<file path="config.mk">
export PLATFORM = sky130hd
export DESIGN_NAME = gpio_port
export DESIGN_NICKNAME = d
export VERILOG_FILES = /design/src/gpio_port_pkg.sv /design/src/irq_sense.sv /design/src/gpio_port.sv
export SDC_FILE = /design/constraint.sdc
export NUM_CORES = 1
export LEC_CHECK = 0
export BUFFER_PORTS_ARGS = -buffer_cell sky130_fd_sc_hd__clkbuf_2
export CAP_MARGIN = 5
export CORE_MARGIN = 2
export CORE_UTILIZATION = 30
export CTS_CLUSTER_SIZE = 24
export DETAILED_ROUTE_END_ITERATION = 6
export PLACE_DENSITY = 0.55
export SYNTH_ARGS = -nofsm -noshare
export SYNTH_HDL_FRONTEND = slang
export SYNTH_SLANG_ARGS = --single-unit
</file>
<file path="constraint.sdc">
create_clock -name CLK -period 4.2 [get_ports CLK]
set_input_delay 0.21 -clock CLK [delete_from_list [all_inputs] [get_ports CLK]]
set_output_delay 0.21 -clock CLK [all_outputs]
set_load 0.01 [all_outputs]
</file>
<file path="src/gpio_port_pkg.sv">
// Purpose: constants shared by the bidirectional port and its irq sense unit
// Assumes: one 25 MHz clock, asynchronous active-low reset
// Notes: pin kinds are set per pin by a parameter vector of the top module
package gpio_port_pkg;
	// ==========================================================
	// register map
	localparam logic [1:0] ADDR_DATA = 2'h0;
	localparam logic [1:0] ADDR_DIR = 2'h1;
	localparam logic [1:0] ADDR_OPT = 2'h2;
	localparam logic [1:0] ADDR_SENSE = 2'h3;
	localparam logic [7:0] RESET_VALUE = 8'h00;
	// ==========================================================
	// pin kinds, two bits per pin in the KIND parameter
	localparam logic [1:0] KIND_STD = 2'h0;
	localparam logic [1:0] KIND_IRQ_PU = 2'h1;
	localparam logic [1:0] KIND_IRQ_FL = 2'h2;
	localparam logic [1:0] KIND_TRUE_OD = 2'h3;
	// ==========================================================
	// sensitivity encoding, two bits per vector
	localparam logic [1:0] SENSE_FALL_LOW = 2'h0;
	localparam logic [1:0] SENSE_RISE = 2'h1;
	localparam logic [1:0] SENSE_FALL = 2'h2;
	localparam logic [1:0] SENSE_BOTH = 2'h3;
	localparam int NUM_VEC = 2;
endpackage

</file>
<file path="src/irq_sense.sv">
// Purpose: edge/level detection and pending latch for one irq vector
// Assumes: pin levels synchronous to CLK
// Notes: the pending latch is not visible to software
`timescale 1ns/100ps
module irq_sense
(
	input wire logic CLK, // system clock
	input wire logic RST_B, // async reset, active low
	input wire logic [7:0] PIN, // pin levels
	input wire logic [7:0] EN, // pins in interrupt-input mode
	input wire logic [1:0] SENSE, // sensitivity of this vector
	input wire logic SENSE_WR, // sensitivity rewritten
	input wire logic FETCH, // vector fetched by cpu
	output logic PEND // pending request
);
	logic [7:0] prev_r, prev_nxt;
	logic pend_r, pend_nxt;
	logic [7:0] hit;
	logic lvl;

	// ==========================================================
	// detect per pin, then OR into one request
	always_comb
	begin
		prev_nxt = PIN;
		lvl = 1'b0;
		for (int i = 0; i < 8; i++)
		begin
			unique case (SENSE)
				gpio_port_pkg::SENSE_FALL_LOW:
				begin
					hit[i] = prev_r[i] & ~PIN[i];
					lvl = lvl | (EN[i] & ~PIN[i]);
				end
				gpio_port_pkg::SENSE_RISE: hit[i] = ~prev_r[i] & PIN[i];
				gpio_port_pkg::SENSE_FALL: hit[i] = prev_r[i] & ~PIN[i];
				gpio_port_pkg::SENSE_BOTH: hit[i] = prev_r[i] ^ PIN[i];
			endcase
		end
		// a sense rewrite flushes stale requests; fetch clears too
		pend_nxt = pend_r;
		if (FETCH || SENSE_WR)
			pend_nxt = 1'b0;
		if (!SENSE_WR && (|(hit & EN) || lvl))
			pend_nxt = 1'b1;
	end

	always_ff @(posedge CLK or negedge RST_B)
	begin
		if (!RST_B)
		begin
			prev_r <= 8'hFF;
			pend_r <= 1'b0;
		end
		else
		begin
			prev_r <= prev_nxt;
			pend_r <= pend_nxt;
		end
	end

	assign PEND = pend_r;
endmodule

</file>
<file path="src/gpio_port.sv">
// Purpose: eight-pin bidirectional port with external interrupt inputs
// Assumes: pin inputs synchronous to CLK; pads resolve output enables
// Notes: OE_B low drives PIN_OUT; pull-up enables go to the pads
//
// The implementer's own choices: the register addresses and the strobed register port.
`timescale 1ns/100ps
module gpio_port
#(
	parameter logic [15:0] KIND = 16'h0055, // two bits per pin kind
	parameter logic [7:0] VEC_SEL = 8'h00 // vector index of each pin
)
(
	input wire logic CLK, // 25 MHz system clock
	input wire logic RST_B, // async reset, active low
	input wire logic [1:0] ADDR, // register address
	input wire logic [7:0] WDATA, // write data
	input wire logic WR, // write strobe
	input wire logic RD, // read strobe
	output logic [7:0] RDATA, // read data, cycle after RD
	input wire logic [7:0] PIN_IN, // pin levels
	output logic [7:0] PIN_OUT, // pin drive value
	output logic [7:0] PIN_OE_B, // pin output enable, low drives
	output logic [7:0] PULLUP_EN, // pad pull-up enable
	input wire logic [7:0] ALT_OUT_EN, // peripheral claims pin output
	input wire logic [7:0] ALT_OUT, // peripheral output value
	input wire logic [7:0] ALT_OD, // peripheral wants open-drain
	output logic [7:0] ALT_IN, // value seen by peripheral input
	input wire logic CPU_IMASK, // condition_code interrupt mask set
	input wire logic [1:0] VEC_FETCH, // vector fetch pulses
	output logic [1:0] IRQ_REQ, // interrupt requests
	output logic WAKE // wake from wait or halt
);
	logic [7:0] pin_data_latch_r, pin_data_latch_nxt;
	logic [7:0] dir_r, dir_nxt;
	logic [7:0] opt_r, opt_nxt;
	logic [3:0] edge_sense_config_r, edge_sense_config_nxt;
	logic [7:0] rdata_r, rdata_nxt;
	logic [7:0] drv_val, drv_oe_b, pu, irq_en, data_view;
	logic [1:0] pend;

	// decode pin kind from the parameter vector
	function automatic logic [1:0] kind_of(input int i);
		kind_of = KIND[2*i +: 2];
	endfunction

	// ==========================================================
	// register writes; pin_data_latch loads in every mode
	always_comb
	begin
		pin_data_latch_nxt = pin_data_latch_r;
		dir_nxt = dir_r;
		opt_nxt = opt_r;
		edge_sense_config_nxt = edge_sense_config_r;
		if (WR)
		begin
			unique case (ADDR)
				gpio_port_pkg::ADDR_DATA: pin_data_latch_nxt = WDATA;
				gpio_port_pkg::ADDR_DIR: dir_nxt = WDATA;
				gpio_port_pkg::ADDR_OPT: opt_nxt = WDATA;
				gpio_port_pkg::ADDR_SENSE:
					edge_sense_config_nxt = WDATA[3:0];
			endcase
		end
	end

	// ==========================================================
	// pin modes per kind; peripheral output takes priority
	always_comb
	begin
		for (int i = 0; i < 8; i++)
		begin
			drv_val[i] = 1'b0;
			drv_oe_b[i] = 1'b1;
			pu[i] = 1'b0;
			irq_en[i] = 1'b0;
			if (ALT_OUT_EN[i])
			begin
				// open-drain request floats the pin on a one
				drv_val[i] = ALT_OUT[i];
				drv_oe_b[i] = ALT_OD[i] & ALT_OUT[i];
			end
			else if (dir_r[i])
			begin
				drv_val[i] = pin_data_latch_r[i];
				if (opt_r[i] && kind_of(i) != gpio_port_pkg::KIND_TRUE_OD)
					drv_oe_b[i] = 1'b0;
				else
					drv_oe_b[i] = pin_data_latch_r[i];
			end
			else if (opt_r[i])
			begin
				// input with option set; true open-drain ignores option
				unique case (kind_of(i))
					gpio_port_pkg::KIND_STD: pu[i] = 1'b1;
					gpio_port_pkg::KIND_IRQ_PU:
					begin
						pu[i] = 1'b1;
						irq_en[i] = 1'b1;
					end
					gpio_port_pkg::KIND_IRQ_FL: irq_en[i] = 1'b1;
					gpio_port_pkg::KIND_TRUE_OD: pu[i] = 1'b0;
				endcase
			end
		end
	end

	// ==========================================================
	// read view: latch in output; in input, alt value if claimed, else pin
	always_comb
	begin
		for (int i = 0; i < 8; i++)
		begin
			if (dir_r[i])
				data_view[i] = pin_data_latch_r[i];
			else if (ALT_OUT_EN[i])
				data_view[i] = ALT_OUT[i];
			else
				data_view[i] = PIN_IN[i];
		end
		ALT_IN = (dir_r & pin_data_latch_r) | (~dir_r & PIN_IN);
		rdata_nxt = 8'h00;
		if (RD)
		begin
			unique case (ADDR)
				gpio_port_pkg::ADDR_DATA: rdata_nxt = data_view;
				gpio_port_pkg::ADDR_DIR: rdata_nxt = dir_r;
				gpio_port_pkg::ADDR_OPT: rdata_nxt = opt_r;
				gpio_port_pkg::ADDR_SENSE:
					rdata_nxt = {4'h0, edge_sense_config_r};
			endcase
		end
	end

	// ==========================================================
	// state registers, all cleared to floating input
	always_ff @(posedge CLK or negedge RST_B)
	begin
		if (!RST_B)
		begin
			pin_data_latch_r <= gpio_port_pkg::RESET_VALUE;
			dir_r <= gpio_port_pkg::RESET_VALUE;
			opt_r <= gpio_port_pkg::RESET_VALUE;
			edge_sense_config_r <= 4'h0;
			rdata_r <= 8'h00;
		end
		else
		begin
			pin_data_latch_r <= pin_data_latch_nxt;
			dir_r <= dir_nxt;
			opt_r <= opt_nxt;
			edge_sense_config_r <= edge_sense_config_nxt;
			rdata_r <= rdata_nxt;
		end
	end

	// ==========================================================
	// one sense unit per vector, pins grouped by VEC_SEL
	genvar v;
	generate
		for (v = 0; v < gpio_port_pkg::NUM_VEC; v++)
		begin : g_vec
			logic [7:0] grp;
			assign grp = irq_en & ((v == 0) ? ~VEC_SEL : VEC_SEL);
			irq_sense u_sense
			(
				.CLK(CLK),
				.RST_B(RST_B),
				.PIN(PIN_IN),
				.EN(grp),
				.SENSE(edge_sense_config_r[2*v +: 2]),
				.SENSE_WR(WR && ADDR == gpio_port_pkg::ADDR_SENSE),
				.FETCH(VEC_FETCH[v]),
				.PEND(pend[v])
			);
		end
	endgenerate

	// requests gated by cpu mask; wake does not depend on clock gating here
	assign IRQ_REQ = pend & {2{~CPU_IMASK}};
	assign WAKE = |IRQ_REQ;
	assign RDATA = rdata_r;
	assign PIN_OUT = drv_val;
	assign PIN_OE_B = drv_oe_b;
	assign PULLUP_EN = pu;
endmodule

</file>
==> results of run 1 <==
## cell type report
class / instances / area [um2] / share of cell area [%]
Inverter: 15 / 56.3 / 1.81
Sequential cell: 41 / 1030 / 33.1
Clock inverter: 2 / 35.0 / 1.13
Timing Repair Buffer: 89 / 445 / 14.3
Multi-Input combinational cell: 177 / 1340 / 43.2
Tap cell: 105 / 131 / 4.22
Clock buffer: 5 / 68.8 / 2.21
## layout by cell type, fill, tap and decap left out, types with 2 or more instances in the layout
master,instances
o31ai_1,4
nor2b_1,5
clkbuf_2,89
mux2_2,28
o211a_1,4
nand2b_1,8
o211ai_1,3
a21oi_1,8
ha_1,8
dfstp_2,4
o21ai_0,28
and2_1,4
nor3b_2,4
o31a_1,4
inv_1,15
nor4b_1,4
nand2_1,27
a31o_2,8
o21a_1,4
mux2i_1,8
a31oi_1,2
a32o_1,2
nor3b_1,4
dfrtp_1,37
clkbuf_8,5
## state kept, by name, summed over array words and instances, names as in the netlist
name                  flops
RDATA                     8
edge_sense_config_r       4
pin_data_latch_r          8
g_vec.u_sense.PEND        1
g_vec.u_sense.prev_r      4
opt_r                     8
dir_r                     8
## logic make-up after synthesis
group	share of synthesized area [%]
fa+ha+maj	4.04
other cells	0.151
simple gates	15.3
flops	41.6
compound gates	18.8
buf+inv	4.14
mux	16.0
## through the flow
stage / instance area (um2) / util (%) / hold WS (ns) / power [mW]
2_1_floorplan: 2480 / - / -0.0856 / 0.743
3_3_place_gp: 3010 / 37.2 / 0.347 / 0.879
3_5_place_dp: 3010 / 37.2 / 0.345 / 0.886
4_1_cts: 3110 / 38.5 / 0.0295 / 1.20
5_1_grt: 3110 / 38.5 / 0.0326 / 1.26
6_report: 3110 / 38.5 / 0.0347 / 1.18
## layer usage
metal,vias to the layer above,GRT usage [%],share of wire (%)
li1,1045,-,-
met5,-,0,0
met4,0,3.99,0.82
met2,64,22.7,47
met1,980,18.2,47
met3,5,2.95,5.9
## critical path, stage by stage, from the launching register on
cell	delay (ns)
dfrtp_1	0.47
nor3b_2	0.32
clkbuf_2	0.20
## path summary, 6_finish.rpt
check / slack (ns) / depth (start not counted) / endpoint / from
worst max-delay path: 2.71 / 2 / PULLUP_EN[0] / dir_r[0]$_DFFE_PN0P_
worst min-delay path: 0.03 / 1 / g_vec[0].u_sense.prev_r[1]$_DFF_PN1_ / PIN_IN[1]
worst max register to register: 2.71 / 4 / g_vec[0].u_sense.PEND$_DFFE_PN0P_ / dir_r[2]$_DFFE_PN0P_
worst min register to register: 0.51 / 1 / edge_sense_config_r[2]$_DFFE_PN0P_ / edge_sense_config_r[2]$_DFFE_PN0P_
max in group asynchronous: 3.47 / 1 / edge_sense_config_r[1]$_DFFE_PN0P_ / RST_B
min in group asynchronous: 0.08 / 1 / g_vec[0].u_sense.PEND$_DFFE_PN0P_ / RST_B
## power by group
part	internal, mW	switching [mW]	total, mW
clock network	0.173	0.135	0.307
registers	0.461	0.0763	0.537
logic	0.176	0.164	0.340
==> metrics.csv, run 1 <==
metric,value,unit
outcome,finished clean,
Synth Flop Type,dfrtp_1,
CTS hold repair buffers,0,
CP Capture Type,output pin,
First-pass DRT Iterations,4,
post-synth top area share,37.4,%
max-slew violations,0,
Critical Path RT,3.99,ns
DR vias,2094,
global route overflow,0,
Synth Cell Area,2480,um2
maximum clock path buffer count,2,
initial DRC count,101,
DR WL/cell,14.1,um
die area,9000,um2
cells after synthesis,241,
CP Max Fanout,8,
first-pass GRT wire length,9.49,mm
Pleak,1.52,nW
hpwl dp,4.54,mm
Ys Warns,0,
n_diodes,0,
placed instance count,427,
"Period Utilization, post-route",35.6,%
mean post-synth cell area,10.3,um2
CP startpoint kind,register,
layout cells sized above 1,43.2,%
synth cell count leaders,"37 x dfrtp_1, 28 x mux2_2, 28 x o21ai_0",
"count leader, synth",dfrtp_1,
"Setup violations, final",0,
CTS H-tree lvls,2,
fin cells,434,
Final Hold Fails,0,
Post-synth ARST share,100,%
# port buffers,89,
clock root cell,clkbuf_8,
core area,8090,um2
Post-synth EDFFs,0,
Max Cap Violations,0,
Routability Congestion,0.772,
"CTS clk-pin slew, worst paths",0.08,ns
Worst VDD drop,0.000184,V
fmax,670,MHz
# resized after CTS,0,
Final Critical Period,1.49,ns
unrepaired setup endpoints after global routing,false,
Filler cells,860,
"FF+latch count, synth",41,
synth top area cells,"dfrtp_1 37%, mux2_2 13%, o21ai_0 5.7%",
Area Overhead vs Synth,25.6,%
vias in the first global route,1934,
Setup WS pre-CTS,2.47,ns
final worst slack,2.71,ns
gr usage total,13.8,%
I/O pins,92,
Cell variety after synth,36,
TritonCTS clock tree,done,
Setup Buffers After CTS,0,
initial antenna violation count,0,
fin nets,386,
kind of critical path,register to output pin,
largest net degree at the start of global routing,42,
Post-Syn Nets,298,
sequential share of the synthesized area,41.6,%
Slew @ Worst Pin,1.03,ns
Worst Skew,0.00715,ns
chip width,94.9,um
clock latency on the worst-skew pair,0.29,ns
Post-DRT Antenna Nets,0,
Worst slew margin,31.2,%
clock sinks,41,
Worst Hold Class,primary input to register,
vias per cell,4.82,
# rows,33,
Setup TNS Final,0,ns
arrival time at the worst endpoint,1.28,ns
initial core utilization,30.6,%
# DRC,0,
top cell type by total area after synthesis,dfrtp_1,
Cell Pwr Density,381,nW/um2
cts bufs inserted,5,
total detailed-routing wirelength,6.10,mm
die height,94.9,um
(Power assumes the default switching activity.)
==> inputs of run 2 (changes only) <==
==> constraint.sdc (replaced) <==
create_clock -name CLK -period 1.4 [get_ports CLK]
set_input_delay 0.07 -clock CLK [delete_from_list [all_inputs] [get_ports CLK]]
set_output_delay 0.07 -clock CLK [all_outputs]
set_load 0.01 [all_outputs]
==> metrics.csv, run 2 (synthesized netlist as in run 1, its figures left out) <==
metric,value,unit,change
unrepaired setup endpoints after global routing,true,,
CP peak stage delay,0.54,ns,+0.07 ns
core area,8090,um2,unchanged
CP Max Fanout,2,,-6
Cell Pwr Density,1130,nW/um2,+200%
hpwl dp,4.76,mm,+5.0%
CP startpoint kind,register,,
maximum clock path buffer count,2,,unchanged
initial antenna violation count,0,,unchanged
Multi-input gate area,1390,um2,+3.4%
"Setup violations, final",1,,+1
R2R Setup Slk,-0.005,ns,-2.71 ns
hold_sp,WDATA[6],,
fin nets,406,,+5.2%
TritonCTS clock tree,done,,
final worst slack,-0.00475,ns,-2.71 ns
die area,9000,um2,unchanged
fmax,712,MHz,
DR WL/cell,13.9,um,-0.83%
global route overflow,0,,unchanged
CP Cell Sequence,inv_2 -> ha_4 -> nor2b_1 -> o211ai_1 -> and4b_1 -> a31oi_1,,
Post-DRT Antenna Nets,0,,unchanged
Pleak,1.64,nW,+7.8%
Final Hold Fails,0,,unchanged
chip width,94.9,um,unchanged
Max Cap Violations,0,,unchanged
die height,94.9,um,unchanged
Critical Path RT,1.58,ns,-2.41 ns
total detailed-routing wirelength,6.34,mm,+4.0%
I/O pins,92,,unchanged
clock sinks,41,,unchanged
DR vias,2221,,+6.1%
cts bufs inserted,5,,unchanged
initial DRC count,60,,-41%
Filler cells,832,,-3.3%
vias in the first global route,2031,,+5.0%
Worst Hold Class,primary input to register,,
clock latency on the worst-skew pair,0.30,ns,about the same
gr usage total,14.4,%,+0.64 points
final hold slack,0.0340,ns,-0.000707 ns
Worst Skew,0.0109,ns,+0.00371 ns
Worst Hold Depth,2,,+1
"CTS clk-pin slew, worst paths",0.09,ns,about the same
Register-to-Register Path Depth,6,,+2
Worst VDD drop,0.000498,V,+170%
CTS H-tree lvls,2,,unchanged
failing checks,negative setup slack,,
# rows,33,,unchanged
Worst slew margin,66.7,%,+36 points
Routability Congestion,0.776,,+0.53%
"commonest non-fill, non-tap cell in the layout",clkbuf_2,,
"Period Utilization, post-route",100,%,
max-slew violations,0,,unchanged
layout cells sized above 1,47.1,%,+4.0 points
n_diodes,0,,unchanged
clock root cell,clkbuf_8,,
First-pass DRT Iterations,4,,unchanged
arrival time at the worst endpoint,1.58,ns,+0.30 ns
kind of critical path,register to register,,
Final Critical Period,1.40,ns,
Slew @ Worst Pin,0.497,ns,-0.534 ns
Tot Pwr,3.78,mW,+220%
CP max-delay cell,dfstp_2,,
vias per cell,4.88,,+1.2%
CP Capture Type,register,,
first-pass GRT wire length,9.99,mm,+5.3%
Min-Delay Endpoint,pin_data_latch_r[6]$_DFFE_PN0P_,,
outcome,"finished, violations left",,
FF-to-FF End,g_vec[0].u_sense.PEND$_DFFE_PN0P_,,
register area,1030,um2,unchanged
# DRC,0,,unchanged
Area Overhead vs Synth,35.6,%,
# port buffers,89,,unchanged
"commonest non-fill, non-tap cells in the layout","88 x clkbuf_2, 37 x dfrtp_1, 28 x mux2_2",,
worst r2r src,g_vec[0].u_sense.prev_r[1]$_DFF_PN1_,,
initial core utilization,30.6,%,unchanged
largest net degree at the start of global routing,42,,unchanged
[run 2: cell count changes in the layout (fill, tap and decap cells not counted), moves of 3 or more]
cell and delta:
a21oi_2 +3, dlygate4sd3_1 +5, buf_4 +13, a21oi_1 -3
[run 2: what timing repair did]
item                                    4_1_cts  5_1_grt
hold buffers                                  5        0
endpoints found under the hold margin        45        0
endpoints found under the setup margin        1        8
setup buffers                                 0        1
resized for setup                             0       14
pin swaps                                     1        4
[run 2: worst max path at each step]
stage,to,slack [ns],from
6_report,g_vec[0].u_sense.PEND$_DFFE_PN0P_,-0.005,g_vec[0].u_sense.prev_r[1]$_DFF_PN1_
5_1_grt,g_vec[0].u_sense.PEND$_DFFE_PN0P_,-0.12,g_vec[0].u_sense.prev_r[1]$_DFF_PN1_
4_1_cts,PULLUP_EN[2],0.003,dir_r[2]$_DFFE_PN0P_
3_5_place_dp,g_vec[0].u_sense.PEND$_DFFE_PN0P_,0.008,g_vec[0].u_sense.prev_r[1]$_DFF_PN1_
3_3_place_gp,g_vec[0].u_sense.PEND$_DFFE_PN0P_,0.03,g_vec[0].u_sense.prev_r[1]$_DFF_PN1_
2_1_floorplan,g_vec[0].u_sense.PEND$_DFFE_PN0P_,0.07,g_vec[0].u_sense.prev_r[1]$_DFF_PN1_
[run 2: through the flow]
stage	instances	TNS (ns)	area, um2	setup slack (ns)	utilization (%)
6_report	455	-0.00475	3360	-0.00475	41.5
5_1_grt	455	-0.175	3360	-0.123	41.5
4_1_cts	454	0	3300	0.00252	40.7
3_5_place_dp	441	0	3130	0.00825	38.6
3_3_place_gp	441	0	3130	0.0308	38.6
2_1_floorplan	241	0	2480	0.0721	-
[run 2: layout make-up]
| cell class | instances | area share, % |
|---|---|---|
| Multi-Input combinational cell | 177 | 41.4 |
| Clock buffer | 6 | 2.46 |
| Timing Repair Buffer | 109 | 18.8 |
| Tap cell | 105 | 3.91 |
| Clock inverter | 2 | 1.12 |
| Sequential cell | 41 | 30.7 |
| Inverter | 15 | 1.68 |
[run 2: routing by layer]
layer  up-vias  GRT usage [%]  wire (um)
met4         0           4.95         74
met2        70           23.5       2960
met3         6           2.79        396
met5         -              0          0
met1      1053           19.1       2910
li1       1092              -          -
[run 2: where the power goes]
part | internal (mW) | switching [mW]
logic | 0.632 | 0.557
clock network | 0.580 | 0.429
registers | 1.38 | 0.201
total | 2.60 | 1.19
[run 2: critical path: cells and delay by family, from the launching register on]
kind,cells,cell delay (ns)
buffers and inverters,1,0.04
DFF,1,0.54
AOI/OAI and AO/OA,2,0.25
and+or+nand+nor,2,0.33
adders and majority gates,1,0.14
